<file path="src/logic/tpfd_pkg.sv">
// Package with register indices, field layouts and mode encodings for the TFT panel format block.
package tpfd_pkg;
  // ---------------------------------------------------------------------------
  // Port addressing
  // ---------------------------------------------------------------------------
  localparam logic [3:0] IDX_DIGIT_MONO = 4'hB;
  localparam logic [3:0] IDX_DIGIT_COLOR = 4'hD;
  localparam logic [3:0] INDEX_DIGIT = 4'h4;
  localparam logic [3:0] DATA_DIGIT = 4'h5;
  localparam logic [7:0] PORT_HI = 8'h03;
  localparam logic [7:0] IDX_DATA_FORMAT = 8'h09;
  localparam logic [7:0] IDX_HSYNC_POS = 8'h0A;
  // ---------------------------------------------------------------------------
  // Field layout of the data format register
  // ---------------------------------------------------------------------------
  localparam logic [7:0] FMT_WRITE_MASK = 8'h7F;
  localparam int FMT_DELAY_LSB = 4;
  localparam int FMT_DITH_LSB = 2;
  localparam logic [7:0] FMT_RESET = 8'h00;
  localparam logic [7:0] HPOS_RESET = 8'h00;
  localparam logic [3:0] DOTS_PER_CHAR = 4'h8;
  // ---------------------------------------------------------------------------
  // Modes
  // ---------------------------------------------------------------------------
  typedef enum logic [1:0] {TPFD_W9, TPFD_W12, TPFD_W18} tpfd_width_t;
  typedef enum logic [2:0] {TPFD_FM16, TPFD_FM8, TPFD_FM4, TPFD_FM_BAD} tpfd_frame_mod_t;
  typedef enum logic [2:0] {TPFD_DNONE, TPFD_DX2, TPFD_DX4, TPFD_DX8, TPFD_DX16, TPFD_DBAD} tpfd_dither_t;
endpackage : tpfd_pkg

</file>
<file path="src/logic/tpfd_cfg_if.sv">
// Interface carrying the raw panel configuration registers from the register file to the timing logic.
`timescale 1ns/1ps
`default_nettype none
interface tpfd_cfg_if;
  logic [7:0] fmt;
  logic [7:0] hpos;
  logic cfg_ok;
  modport src (output fmt, output hpos, input cfg_ok);
  modport dst (input fmt, input hpos, output cfg_ok);
endinterface : tpfd_cfg_if
`default_nettype wire

</file>
<file path="src/logic/tpfd_mode_dec.sv">
// Decoder from format and grayscale controls to data width, frame modulation and dither size.
`timescale 1ns/1ps
`default_nettype none
module tpfd_mode_dec (
  // Controls
  input wire logic [1:0] data_fmt,
  input wire logic [1:0] dither_opt,
  input wire logic alt_gray_select,
  input wire logic frame_mod_sel_hi,
  input wire logic frame_mod_sel_lo,
  input wire logic dither_enable,
  // Decoded modes
  output tpfd_pkg::tpfd_width_t width,
  output tpfd_pkg::tpfd_frame_mod_t frame_mod,
  output tpfd_pkg::tpfd_dither_t dither
);
  always_comb begin
    if (data_fmt[0]) begin
      width = tpfd_pkg::TPFD_W18;
    end else if (data_fmt[1]) begin
      width = tpfd_pkg::TPFD_W12;
    end else begin
      width = tpfd_pkg::TPFD_W9;
    end
  end

  always_comb begin
    frame_mod = tpfd_pkg::TPFD_FM_BAD;
    dither = tpfd_pkg::TPFD_DBAD;
    unique case ({alt_gray_select, frame_mod_sel_hi, frame_mod_sel_lo})
      3'h0: begin
        frame_mod = tpfd_pkg::TPFD_FM16;
        dither = tpfd_pkg::TPFD_DNONE;
      end
      3'h3: begin
        if (dither_enable) begin
          frame_mod = tpfd_pkg::TPFD_FM16;
          if (dither_opt == 2'h0) dither = tpfd_pkg::TPFD_DX4;
          else if (dither_opt == 2'h1) dither = tpfd_pkg::TPFD_DX2;
        end
      end
      3'h6: begin
        frame_mod = tpfd_pkg::TPFD_FM8;
        if (!dither_enable) dither = tpfd_pkg::TPFD_DNONE;
        else if (dither_opt == 2'h0) dither = tpfd_pkg::TPFD_DX8;
        else if (dither_opt == 2'h1) dither = tpfd_pkg::TPFD_DX4;
        else if (dither_opt == 2'h3) dither = tpfd_pkg::TPFD_DX2;
      end
      3'h5: begin
        frame_mod = tpfd_pkg::TPFD_FM4;
        if (!dither_enable) dither = tpfd_pkg::TPFD_DNONE;
        else if (dither_opt == 2'h0) dither = tpfd_pkg::TPFD_DX16;
        else if (dither_opt == 2'h1) dither = tpfd_pkg::TPFD_DX8;
        else if (dither_opt == 2'h3) dither = tpfd_pkg::TPFD_DX4;
      end
      default: begin
        frame_mod = tpfd_pkg::TPFD_FM_BAD;
        dither = tpfd_pkg::TPFD_DBAD;
      end
    endcase
  end
endmodule : tpfd_mode_dec
`default_nettype wire

</file>
<file path="src/logic/tpfd_top.sv">
// TFT panel data format and horizontal sync delay block with its indexed register port.
//
// Behaviour
// - Data format register sits at extension index 9, only while unlock bit is one.
// - Index port digit is B in monochrome mode and D in color mode.
// - Panel horizontal sync delayed 0 to 7 dots from character counter per bits 6:4.
// - Larger delay value moves the panel image further left.
// - Normal gray with both select bits 0 gives 16-frame modulation, no dithering.
// - Normal gray, selects 11, dither on: 16-frame; option 00 x4, 01 x2.
// - Alternate gray, selects 10: 8-frame; dither options 00/01/11 give x8/x4/x2.
// - Alternate gray, selects 01: 4-frame; dither options 00/01/11 give x16/x8/x4.
// - Format 00 is 9-bit, 10 is 12-bit, any odd value is 18-bit.
// - Sync position register sits at extension index A under the same unlock gating.
// - Alternate gray bit one selects alternate grayscale mode for monochrome panels.
// - Output select one drives line clock pin as sync for non-data-enable panels.
`timescale 1ns/1ps
`default_nettype none
module tpfd_top (
  // Clock and reset
  input wire logic core_clk,
  input wire logic nrst,
  // Host I/O port
  input wire logic [15:0] io_addr,
  input wire logic io_wr,
  input wire logic io_rd,
  input wire logic [7:0] io_wdata,
  output logic [7:0] io_rdata,
  output logic io_hit,
  // Controls held in other registers
  input wire logic color_mode,
  input wire logic extension_unlock_bit,
  input wire logic alt_gray_select,
  input wire logic frame_mod_sel_hi,
  input wire logic frame_mod_sel_lo,
  input wire logic dither_enable,
  input wire logic line_clock_sel,
  input wire logic stn_line_clock,
  // Video timing
  input wire logic dot_en,
  input wire logic line_start,
  // Panel side
  output logic line_clock_out,
  output tpfd_pkg::tpfd_width_t panel_width,
  output tpfd_pkg::tpfd_frame_mod_t frame_mod,
  output tpfd_pkg::tpfd_dither_t dither_size,
  output logic cfg_unsupported
);
  typedef struct packed {
    logic [7:0] index;
    logic [7:0] fmt;
    logic [7:0] hpos;
    logic [7:0] rdata;
    logic [2:0] dot_cnt;
    logic [7:0] char_cnt;
    logic hs_arm;
    logic [2:0] dly_cnt;
    logic hsync;
    logic line_clk;
  } tpfd_state_t;

  tpfd_state_t s_q;
  tpfd_state_t s_d;

  tpfd_cfg_if cfg ();

  tpfd_pkg::tpfd_width_t width_w;
  tpfd_pkg::tpfd_frame_mod_t fm_w;
  tpfd_pkg::tpfd_dither_t dith_w;

  logic [3:0] idx_digit;
  logic idx_sel;
  logic dat_sel;
  logic ext_fmt;
  logic ext_hpos;
  logic [2:0] delay;

  // ---------------------------------------------------------------------------
  // Address decode
  // ---------------------------------------------------------------------------
  assign idx_digit = color_mode ? tpfd_pkg::IDX_DIGIT_COLOR : tpfd_pkg::IDX_DIGIT_MONO;
  assign idx_sel = (io_addr == {tpfd_pkg::PORT_HI, idx_digit, tpfd_pkg::INDEX_DIGIT});
  assign dat_sel = (io_addr == {tpfd_pkg::PORT_HI, idx_digit, tpfd_pkg::DATA_DIGIT});
  assign ext_fmt = dat_sel && extension_unlock_bit && (s_q.index == tpfd_pkg::IDX_DATA_FORMAT);
  assign ext_hpos = dat_sel && extension_unlock_bit && (s_q.index == tpfd_pkg::IDX_HSYNC_POS);
  assign io_hit = idx_sel || ext_fmt || ext_hpos;

  assign cfg.fmt = s_q.fmt;
  assign cfg.hpos = s_q.hpos;
  assign delay = cfg.fmt[tpfd_pkg::FMT_DELAY_LSB +: 3];

  tpfd_mode_dec u_dec (
    .data_fmt(cfg.fmt[1:0]),
    .dither_opt(cfg.fmt[tpfd_pkg::FMT_DITH_LSB +: 2]),
    .alt_gray_select(alt_gray_select),
    .frame_mod_sel_hi(frame_mod_sel_hi),
    .frame_mod_sel_lo(frame_mod_sel_lo),
    .dither_enable(dither_enable),
    .width(width_w),
    .frame_mod(fm_w),
    .dither(dith_w)
  );

  assign cfg.cfg_ok = (fm_w != tpfd_pkg::TPFD_FM_BAD) && (dith_w != tpfd_pkg::TPFD_DBAD);

  // ---------------------------------------------------------------------------
  // Next state
  // ---------------------------------------------------------------------------
  always_comb begin
    s_d = s_q;
    if (io_wr && idx_sel) begin
      s_d.index = io_wdata;
    end
    if (io_wr && ext_fmt) begin
      s_d.fmt = io_wdata & tpfd_pkg::FMT_WRITE_MASK;
    end
    if (io_wr && ext_hpos) begin
      s_d.hpos = io_wdata;
    end
    if (io_rd && idx_sel) begin
      s_d.rdata = s_q.index;
    end else if (io_rd && ext_fmt) begin
      s_d.rdata = s_q.fmt & tpfd_pkg::FMT_WRITE_MASK;
    end else if (io_rd && ext_hpos) begin
      s_d.rdata = s_q.hpos;
    end
    // Character counter: 8 dots per character, reset at the start of each line.
    s_d.hs_arm = 1'b0;
    if (line_start) begin
      s_d.dot_cnt = '0;
      s_d.char_cnt = '0;
    end else if (dot_en) begin
      s_d.dot_cnt = s_q.dot_cnt + 3'h1;
      if (s_q.dot_cnt == 3'(tpfd_pkg::DOTS_PER_CHAR - 4'h1)) begin
        s_d.char_cnt = s_q.char_cnt + 8'h01;
        if (s_q.char_cnt == cfg.hpos) begin
          s_d.hs_arm = 1'b1;
        end
      end
    end
    // Sync pulse follows the character match by the programmed number of dots.
    if (s_q.hs_arm) begin
      s_d.dly_cnt = delay;
      s_d.hsync = (delay == 3'h0);
    end else if (dot_en && !s_q.hsync && s_q.dly_cnt != 3'h0) begin
      s_d.dly_cnt = s_q.dly_cnt - 3'h1;
      s_d.hsync = (s_q.dly_cnt == 3'h1);
    end else if (dot_en && s_q.hsync) begin
      s_d.hsync = 1'b0;
    end
    s_d.line_clk = line_clock_sel ? s_q.hsync : stn_line_clock;
  end

  always_ff @(posedge core_clk or negedge nrst) begin
    if (!nrst) begin
      s_q <= '{index: 8'h00, fmt: tpfd_pkg::FMT_RESET, hpos: tpfd_pkg::HPOS_RESET, rdata: 8'h00,
               dot_cnt: 3'h0, char_cnt: 8'h00, hs_arm: 1'b0, dly_cnt: 3'h0, hsync: 1'b0,
               line_clk: 1'b0};
    end else begin
      s_q <= s_d;
    end
  end

  // ---------------------------------------------------------------------------
  // Outputs
  // ---------------------------------------------------------------------------
  assign io_rdata = s_q.rdata;
  assign line_clock_out = s_q.line_clk;
  assign panel_width = width_w;
  assign frame_mod = fm_w;
  assign dither_size = dith_w;
  assign cfg_unsupported = !cfg.cfg_ok;
endmodule : tpfd_top
`default_nettype wire

</file>
<file path="config.mk">
export PLATFORM = sky130hd
export DESIGN_NAME = tpfd_top
export DESIGN_NICKNAME = d
export VERILOG_FILES = /design/src/logic/tpfd_pkg.sv /design/src/logic/tpfd_cfg_if.sv /design/src/logic/tpfd_mode_dec.sv /design/src/logic/tpfd_top.sv
export SDC_FILE = /design/constraint.sdc
export NUM_CORES = 1
export LEC_CHECK = 0
export BUFFER_PORTS_ARGS = -buffer_cell sky130_fd_sc_hd__buf_2
export CAP_MARGIN = 40
export CORE_ASPECT_RATIO = 0.8
export CORE_MARGIN = 5
export CORE_UTILIZATION = 56
export CTS_BUF_LIST = sky130_fd_sc_hd__clkbuf_4 sky130_fd_sc_hd__clkbuf_8
export DETAILED_ROUTE_END_ITERATION = 10
export PLACE_DENSITY = 0.85
export SLEW_MARGIN = 20
export SYNTH_ARGS = -nofsm -noshare
export SYNTH_HDL_FRONTEND = slang
export SYNTH_HIERARCHICAL = 1
export SYNTH_SLANG_ARGS = --single-unit
</file>
<file path="constraint.sdc">
create_clock -name core_clk -period 2.8 [get_ports core_clk]
set_input_delay 0.14 -clock core_clk [delete_from_list [all_inputs] [get_ports core_clk]]
set_output_delay 0.14 -clock core_clk [all_outputs]
set_load 0.005 [all_outputs]
</file>
==> key figures, run 1 <==
Outcome
  – Outcome: completed

Worst setup path
  – WS Path Type: register to register
  – Crit path required time: 2.99 ns
  – Startpoint Class: register
  – Setup crit end kind: register
  – Critical path peak fanout: 7
  – Worst Path Arrival: approximately 2.7 ns

Synth
  – Avg Cell Area, Syn: around 11 sq um
  – Post-synthesis cell area: approximately 2700 sq um
  – Post-synth net total: roughly 300
  – Syn. warnings: 6
  – Sequential share of the synthesized area: about 45%
  – Post-synth ARST share: 100%
  – Yosys top cell by area: dfrtp_1
  – #FFs+latches synth: 48
  – Share of the synthesized area in the top cell type: 44.9%
  – Synth area leaders: dfrtp_1 45%, mux2_2 13%, ha_1 4.2%
  – Post-Synthesis Cells: ~250
  – Post-synth EDFFs: 0
  – Primary FF master, synth: dfrtp_1
  – Post-synth cell types: 43

Placed design
  – I/O Buffers: 55
  – Dpl hpwl: between 4000 and 5000 um
  – Gpl congestion: 0.835
  – Worst slack at placement: ~0.23 ns

STA
  – Final setup margin: around 0.27 ns
  – Fin crit share: 90.2%
  – Fin Clk Skew: between 0.006 and 0.007 ns
  – Fin. Hold Viols: 0
  – Pins Over Slew Limit: 0
  – Worst slew margin: around two thirds
  – Fin crit period: between 2 and 3 ns
  – FMAX: 0.396 GHz
  – # setup viols final: 0
  – Worst Tran Pin Value: just over 0.5 ns
  – Total negative slack: 0 ns
  – RSZ-0062 raised after global routing: no

Drt
  – Via count: 2031
  – WL/cell: roughly 15 um
  – Post-Route WL: 5410 um
  – Pre-antenna DRT Iters: 4
  – DRC: 0
  – 1st-iter DRT viols: between 100 and 150
  – Drt via density: roughly 5.5
  – Final ANT Viol Nets: 0

Worst hold path
  – Hold WC Path Type: input port to register

GRT
  – Number of global-route vias before repair: 2003
  – Gr usage total: roughly a fifth
  – Initial antenna violation count: 0
  – Gr ovfl total: 0
  – First-pass GRT wire length: ~9100 um
  – Largest net degree at the start of global routing: 35

Die
  – Initial cell density of the core: between 50% and 60%
  – Die Wd: a little under 90 um
  – Die height: 71.8 um
  – Standard-cell rows: 22
  – Die ar.: about 6300 sq um
  – I/O pin count: 57
  – Core area: 4600 sq um

Power and ir drop
  – Combinational power share: 14.7%
  – P_int: ~1100 uW
  – Switching share of power: 24.6%
  – Worst vdd ir: 0.000253 V
  – Leakage power: about 0.0016 uW
  – Pwr/cell area: 478 nW/um^2
  – Sw Pwr: roughly 360 uW
  – Clk pwr share: a little over a third
  – Sequential fraction of design power: between 50% and 60%

Finish
  – Layout cells sized above 1: roughly a third
  – Ant diodes: 0
  – Commonest non-fill, non-tap cells in the layout: 55 x buf_2, 48 x dfrtp_1, 31 x mux2_2, 24 x inv_1, 23 x nor2_1
  – Fill count: 353
  – Commonest non-fill, non-tap cell in the layout: buf_2
  – Area Overhead vs Synth: 15.8%
  – Final net count: around 350

Clocking
  – Worst-skew pair later-pin latency: about 0.30 ns
  – CTS tree: built
  – Post-cts sizing count: 0
  – TritonCTS buffer count: 5
  – # H-tree levels: 2
  – Root Driver: clkbuf_8
  – Clock transition at path regs: 0.08 ns
  – Clk buf depth: 2
  – TritonCTS sink count: between 40 and 50

Run
  – Max_cap viols: 0
-- path summary, 6_finish.rpt --
check	end	cells past startpoint	slack, ns	from
setup / recovery	cfg.fmt[1]	5	0.27	s_q[43]
hold / removal	line_clock_out	2	0.06	stn_line_clock
setup reg to reg	cfg.fmt[1]	5	0.27	s_q[43]
hold reg to reg	io_rdata[4]	1	0.50	io_rdata[4]
max in group asynchronous	line_clock_out	3	2.04	nrst
min in group asynchronous	s_q[13]	2	0.27	nrst
-- synthesized netlist by cell type, drive strengths merged, types with 2 or more instances --
cell type / n
xnor2: 6
a221oi: 6
nor3: 6
xor2: 12
buf: 11
ha: 9
nor4: 3
o21ai: 5
dfrtp: 48
nand3: 6
nand4: 6
mux2: 31
nand3b: 4
nor2b: 2
a31oi: 2
clkbuf: 3
o32ai: 3
mux2i: 4
nand2: 14
inv: 24
and2: 2
nor2: 23
a21oi: 7
-- critical path, cell delays in order (launching register included) --
cell,delay [ns]
dfrtp_1,0.40
nor4bb_1,0.50
nand3_1,0.21
or4_4,0.49
nor3b_4,0.43
mux2_2,0.39
-- per-stage QoR --
stage	area (sq um)	hold slack (ns)	utilization [%]	total power, uW	std cells
after floorplan	2680	-0.156	-	885	254
after global routing	3100	0.0616	67.4	1580	367
after global placement	2950	0.370	64.1	961	357
after CTS	3100	0.0492	67.4	1500	367
final	3100	0.0630	67.4	1480	367
after detailed placement	2970	0.0735	64.5	975	358
-- flip-flops by register name, indices dropped and copies added, names as in the netlist --
register        cells
s_q                24
cfg.hpos            8
io_rdata            8
cfg.fmt             7
line_clock_out      1
-- power groups by stage --
stage          Combinational (uW)  Clock [uW]  Sequential, uW
3_3_place_gp                  205           0             756
5_1_grt                       261         565             749
2_1_floorplan                 131           0             754
6_report                      218         521             743
4_1_cts                       221         540             743
3_5_place_dp                  218           0             757
-- metal layers --
layer / GRT usage, % / part of all wire (%) / vias to the layer above
met5: 0 / 0 / -
met1: 24.2 / 43 / 987
met2: 30.6 / 50 / 46
met4: 6.81 / 1.6 / 0
met3: 4.48 / 5.1 / 10
li1: - / - / 988
-- cells by family after synthesis --
logic type / Yosys count / synth area share, %
AOI/OAI and AO/OA: 30 / 8.00
adders and majority gates: 9 / 4.21
DFF: 48 / 44.9
other: 1 / 0.140
buffers and inverters: 38 / 6.88
and+or+nand+nor: 75 / 15.4
muxes: 35 / 14.5
xor gates and xnor gates: 18 / 5.89
-- repair_timing --
item	CTS	global route
hold buffers	1	0
endpoints found under the hold margin	14	0
buffers inserted	0	0
-- area by class of cell --
cell class	instances	area [sq um]	share of cell area, %
Multi-Input combinational cell	168	1290	41.6
Sequential cell	48	1200	38.8
Timing Repair Buffer	59	320	10.3
Inverter	24	90.1	2.91
Clock buffer	6	82.6	2.67
Tap cell	60	75.1	2.42
Clock inverter	2	38.8	1.25
Note: power is estimated with default switching activity, not from simulation.
==> inputs of run 2 (changes only) <==
Settings changed: CORE_ASPECT_RATIO 0.8 to 1.25.
==> run 2 against run 1 <==
  * Routed wire length increased by 2.9%
  * First-iteration DRC count is 32% lower
  * Sequential power is essentially flat
  * Clock-buffer cell count unchanged
  * Critical endpoint is now cfg.fmt[5]
==> key figures, run 2 (same netlist as run 1, synthesis figures left out) <==
Outcome
  – Outcome: completed

Clocking
  – Number of hold buffers added after cts: 1
  – Root Driver: clkbuf_8
  – TritonCTS buffer count: 5
  – Post-cts sizing count: 0
  – Clk buf depth: 2
  – Clock transition at path regs: ~0.09 ns
  – Worst-skew pair later-pin latency: slightly above 0.3 ns
  – CTS tree: built
  – Setup bufs post-CTS: 0
  – TritonCTS sink count: 48
  – # H-tree levels: 2

Drt
  – Post-Route WL: roughly 5600 um
  – 1st-iter DRT viols: 80
  – Pre-antenna DRT Iters: 4
  – Final ANT Viol Nets: 0
  – Drt via density: 5.46
  – Via count: 2003
  – WL/cell: 15.2 um
  – DRC: 0

Placed design
  – Placed Instances: 358
  – I/O Buffers: between 50 and 60
  – Worst slack at placement: between 0.2 and 0.25 ns
  – Gpl congestion: a little over 0.8
  – Dpl hpwl: approximately 4200 um

Finish
  – Fill count: between 300 and 400
  – Area Overhead vs Synth: 14.9%
  – Layout cells sized above 1: ~33%
  – Top reg by flops: s_q
  – Ant diodes: 0
  – Commonest non-fill, non-tap cells in the layout: 55 x buf_2, 48 x dfrtp_1, 31 x mux2_2, 24 x inv_1, 23 x nor2_1
  – Number of flip-flops in the largest register: 24
  – Commonest non-fill, non-tap cell in the layout: buf_2
  – Finished Layout Cells: between 300 and 400
  – Final net count: 353

Worst setup path
  – Startpoint Class: register
  – WS Path Type: register to register
  – Setup crit end kind: register
  – Crit path required time: roughly 3 ns
  – Worst Path Arrival: between 2 and 3 ns
  – Critical path peak fanout: 7

Die
  – Die Wd: 71.8 um
  – Initial cell density of the core: between 50% and 60%
  – I/O pin count: between 50 and 60
  – Standard-cell rows: 28
  – Die ar.: 6270 sq um
  – Die height: roughly 87 um
  – Core area: 4690 sq um

Power and ir drop
  – Pwr/cell area: 452 nW/um^2
  – Leakage power: around 0.0016 uW
  – Worst vdd ir: approximately 0.00041 V
  – Total power: ~1400 uW

STA
  – Fin crit period: about 2.4 ns
  – Total negative slack: 0 ns
  – FMAX: a little over 0.4 GHz
  – Fin crit share: ~87%
  – Final setup margin: 0.358 ns
  – RSZ-0062 raised after global routing: no
  – Pins Over Slew Limit: 0
  – Fin Clk Skew: between 0.008 and 0.009 ns
  – # setup viols final: 0
  – Fin. Hold Viols: 0

Worst hold path
  – Hold WC Path Type: input port to register

GRT
  – First-pass GRT wire length: between 9000 and 10000 um
  – Largest net degree at the start of global routing: 32
  – Gr ovfl total: 0
  – Initial antenna violation count: 0
  – Gr usage total: between 10% and 20%
  – Number of global-route vias before repair: approximately 2000

Run
  – Max_cap viols: 0
-- run 2: cell type report --
cell class,count,area [sq um],area share [%]
multi-input cells,168,1290,42.0
flip-flops and latches,48,1200,39.1
repair buffers,59,320,10.4
inverters,24,90.1,2.93
clock buffers,6,82.6,2.69
well taps,60,75.1,2.44
clock inverters,2,15.0,0.488
-- run 2: critical path, stage by stage, from the launching register on --
cell,delay (ns)
dfrtp_1,0.40
nor4bb_1,0.44
nand3_1,0.21
or4_4,0.50
nor3b_4,0.40
mux2_2,0.38
-- run 2: worst paths after layout --
path,slack (ns),to,depth (start not counted),from
max in group asynchronous,2.00,s_q[10],3,nrst
setup reg to reg,0.36,cfg.fmt[5],5,s_q[43]
min in group asynchronous,0.30,s_q[42],2,nrst
hold reg to reg,0.51,io_rdata[1],1,io_rdata[1]
hold / removal,0.06,line_clock_out,2,stn_line_clock
setup / recovery,0.36,cfg.fmt[5],5,s_q[43]
-- run 2: through the flow --
step | utilization [%] | instance area [sq um] | hold slack [ns]
final | 65.5 | 3070 | 0.0627
after detailed placement | 63.2 | 2970 | 0.112
after global placement | 62.8 | 2950 | 0.373
after floorplan | - | 2680 | -0.156
after global routing | 65.5 | 3070 | 0.0772
after CTS | 65.5 | 3070 | 0.0640
-- run 2: metal layers --
layer | vias to the layer above | track usage [%] | wire [um]
met5 | - | 0 | 0
met4 | 0 | 6.32 | 72
met3 | 6 | 4.27 | 228
met2 | 34 | 35.8 | 3020
met1 | 979 | 21.9 | 2250
li1 | 984 | - | -
-- run 2: report_power, final --
group          leakage (uW)  internal (uW)  switching (uW)
Sequential         0.000655            726            16.7
Combinational      0.000863           97.7             113
Clock             0.0000434            200             236
==> inputs of run 3 (changes only) <==
Settings changed: ABC_AREA from default to 1, CORE_ASPECT_RATIO 1.25 to default, CORE_UTILIZATION 56 to 57.
==> run 3 against run 2 <==
  * Sequential share of layout area shrank 3.5 points
  * Clock power grew 23%
  * Utilization grew 0.98 points
  * First-iteration DRC count grew 93%
  * Total power grew 8.6%
==> key figures, run 3 <==
Synth
  – Most common cell in the netlist: nand2_1
  – Synth area leaders: dfrtp_1 40%, nand2_1 13%, inv_1 5.4%
  – Avg Cell Area, Syn: roughly 7.6 sq um
  – Post-synth ARST share: 100%
  – Post-synth EDFFs: 0
  – Sequential share of the synthesized area: between 40% and 50%
  – Syn. warnings: 6
  – Post-synth cell types: 38
  – Share of the synthesized area in the top cell type: approximately two fifths
  – Yosys top cell by area: dfrtp_1
  – Primary FF master, synth: dfrtp_1
  – Post-synthesis cell area: slightly below 3000 sq um
  – Post-synth net total: approximately 440
  – Post-synth top cells: 101 x nand2_1, 48 x dfrtp_1, 43 x inv_1
  – Post-Synthesis Cells: ~390
  – #FFs+latches synth: 48

Die
  – Die ar.: approximately 6800 sq um
  – I/O pin count: 57
  – Core area: 5070 sq um
  – Standard-cell rows: 26
  – Initial cell density of the core: 58.5%
  – Die height: around 82 um
  – Die Wd: about 82 um

Drt
  – Via count: around 2700
  – Pre-antenna DRT Iters: 5
  – 1st-iter DRT viols: 154
  – Final ANT Viol Nets: 0
  – Post-Route WL: 6520 um
  – Drt via density: roughly 5.3
  – WL/cell: approximately 13 um
  – DRC: 0

STA
  – Fin crit share: 66.6%
  – Fin Clk Skew: around 0.0067 ns
  – Total negative slack: 0 ns
  – Fin. Hold Viols: 0
  – Pins Over Slew Limit: 0
  – Final setup margin: 0.936 ns
  – # setup viols final: 0
  – RSZ-0062 raised after global routing: no
  – FMAX: 0.536 GHz
  – Hold slack: approximately 0.062 ns
  – Fin crit period: between 1.5 and 2 ns

Placed design
  – Gpl congestion: about 0.89
  – Dpl hpwl: around 5000 um
  – Worst slack at placement: around 1.1 ns
  – I/O Buffers: 55
  – Placed Instances: 501

Worst setup path
  – Crit-path cells: inv_1 > ha_1 > o21ai_0 > or2_0 > nand3_1 > o22ai_1 > buf_2
  – Worst r2r src: s_q[14]
  – Slowest stage delay, CP: 0.43 ns
  – Crit path required time: 2.66 ns
  – Startpoint Class: register
  – Worst setup startpoint: cfg.fmt[2]
  – Critical path peak fanout: 5
  – CP Buf/Inv Count: 2
  – WS Path Type: register to output pin
  – Setup crit end kind: output pin
  – Slowest CP cell: dfrtp_1
  – Family with the most delay on the worst path: flip-flops
  – Worst Path Arrival: 1.72 ns

Clocking
  – Clock transition at path regs: 0.09 ns
  – CTS tree: built
  – Clk buf depth: 2
  – Root Driver: clkbuf_8
  – TritonCTS buffer count: 5
  – Setup bufs post-CTS: 0
  – # H-tree levels: 2
  – Worst-skew pair later-pin latency: 0.31 ns
  – TritonCTS sink count: 48

Finish
  – Number of flip-flops in the largest register: 24
  – Final net count: between 400 and 500
  – Ant diodes: 0
  – Commonest non-fill, non-tap cell in the layout: nand2_1
  – Commonest non-fill, non-tap cells in the layout: 101 x nand2_1, 55 x buf_2, 48 x dfrtp_1, 43 x inv_1, 40 x nor2_1
  – Layout cells sized above 1: 20.9%
  – Area Overhead vs Synth: 13.6%
  – Finished Layout Cells: just over 500
  – Top reg by flops: s_q

GRT
  – Met2 usage: between 30% and 40%
  – Number of global-route vias before repair: between 2000 and 3000
  – Gr ovfl total: 0
  – Top Usage Layer GRT: met2
  – Largest net degree at the start of global routing: 34
  – GRT met1 Usage: 26.6%
  – Met3 global-route usage: under 10%
  – First-pass GRT wire length: 11000 um
  – Initial antenna violation count: 0
  – Gr usage total: 20.7%

Worst hold path
  – Hold Crit Start: stn_line_clock
  – Hold WC Path Type: input port to register

Power and ir drop
  – Pwr/cell area: roughly 450 nW/um^2
  – Worst vdd ir: approximately 0.0004 V
  – Leakage power: 0.00183 uW

Outcome
  – Outcome: completed

Run
  – Max_cap viols: 0
-- run 3: changes by cell type in the layout (fill, tap and decap cells not counted), sizes merged, moves of 4 or more --
cell / delta
a221oi: -5
inv: +23
mux2: -30
mux2i: -4
nand2: +92
nand3: +31
nand4: +7
nor2: +26
o21ai: +28
xor2: -11
-- run 3: final timing paths --
| check | endpoint | cells after the start | slack (ns) |
|---|---|---|---|
| worst max-delay path | cfg_unsupported | 7 | 0.94 |
| max in group asynchronous | cfg.hpos[6] | 3 | 2.00 |
| min in group asynchronous | s_q[42] | 2 | 0.29 |
| worst min register to register | io_rdata[3] | 2 | 0.48 |
| worst max register to register | s_q[13] | 8 | 1.08 |
| worst min-delay path | line_clock_out | 2 | 0.06 |
-- run 3: logic make-up (layout without fill, tap and decap cells) --
kind of cell / after synthesis / count (layout) / synth area share (%)
AND/OR/NAND/NOR: 218 / 218 / 35.8
buffers and inverters: 63 / 112 / 9.65
flip-flops: 48 / 48 / 40.5
AO/OA/AOI/OAI: 46 / 46 / 8.34
adder cells (fa/ha/maj): 9 / 9 / 3.79
XOR/XNOR: 5 / 5 / 1.47
other: 1 / 1 / 0.126
multiplexers: 1 / 1 / 0.379
-- run 3: where the power goes --
part / switching (uW) / internal, uW
clock network: 246 / 292
registers: 14.8 / 725
logic: 139 / 92.2
total: 400 / 1110
-- run 3: timing repair --
| action | in CTS | in global routing |
|---|---|---|
| gates resized for setup | 0 | 0 |
| endpoints found under the hold margin | 15 | 0 |
| hold buffers | 1 | 0 |
-- run 3: stage by stage --
step                utilization, %  instance area (sq um)  total power [uW]
floorplan                        -                   2970               887
global placement              63.5                   3220               967
detailed placement            63.9                   3240               983
CTS                           66.5                   3370              1510
global route                  66.5                   3370              1580
finish                        66.5                   3370              1510
-- run 3: cell type report --
type / instances / area (sq um)
timing repair buffer: 57 / 305
sequential: 48 / 1200
multi-input combinational: 280 / 1480
inverter: 47 / 176
clock buffer: 6 / 82.6
clock inverter: 2 / 38.8
fill: 441 / 1700
tap: 70 / 87.6
-- run 3: routing by layer --
| metal | routed length, um | vias to the layer above |
|---|---|---|
| met5 | 0 | - |
| met4 | 91 | 0 |
| met3 | 432 | 12 |
| met2 | 3080 | 93 |
| met1 | 2920 | 1230 |
| li1 | - | 1354 |
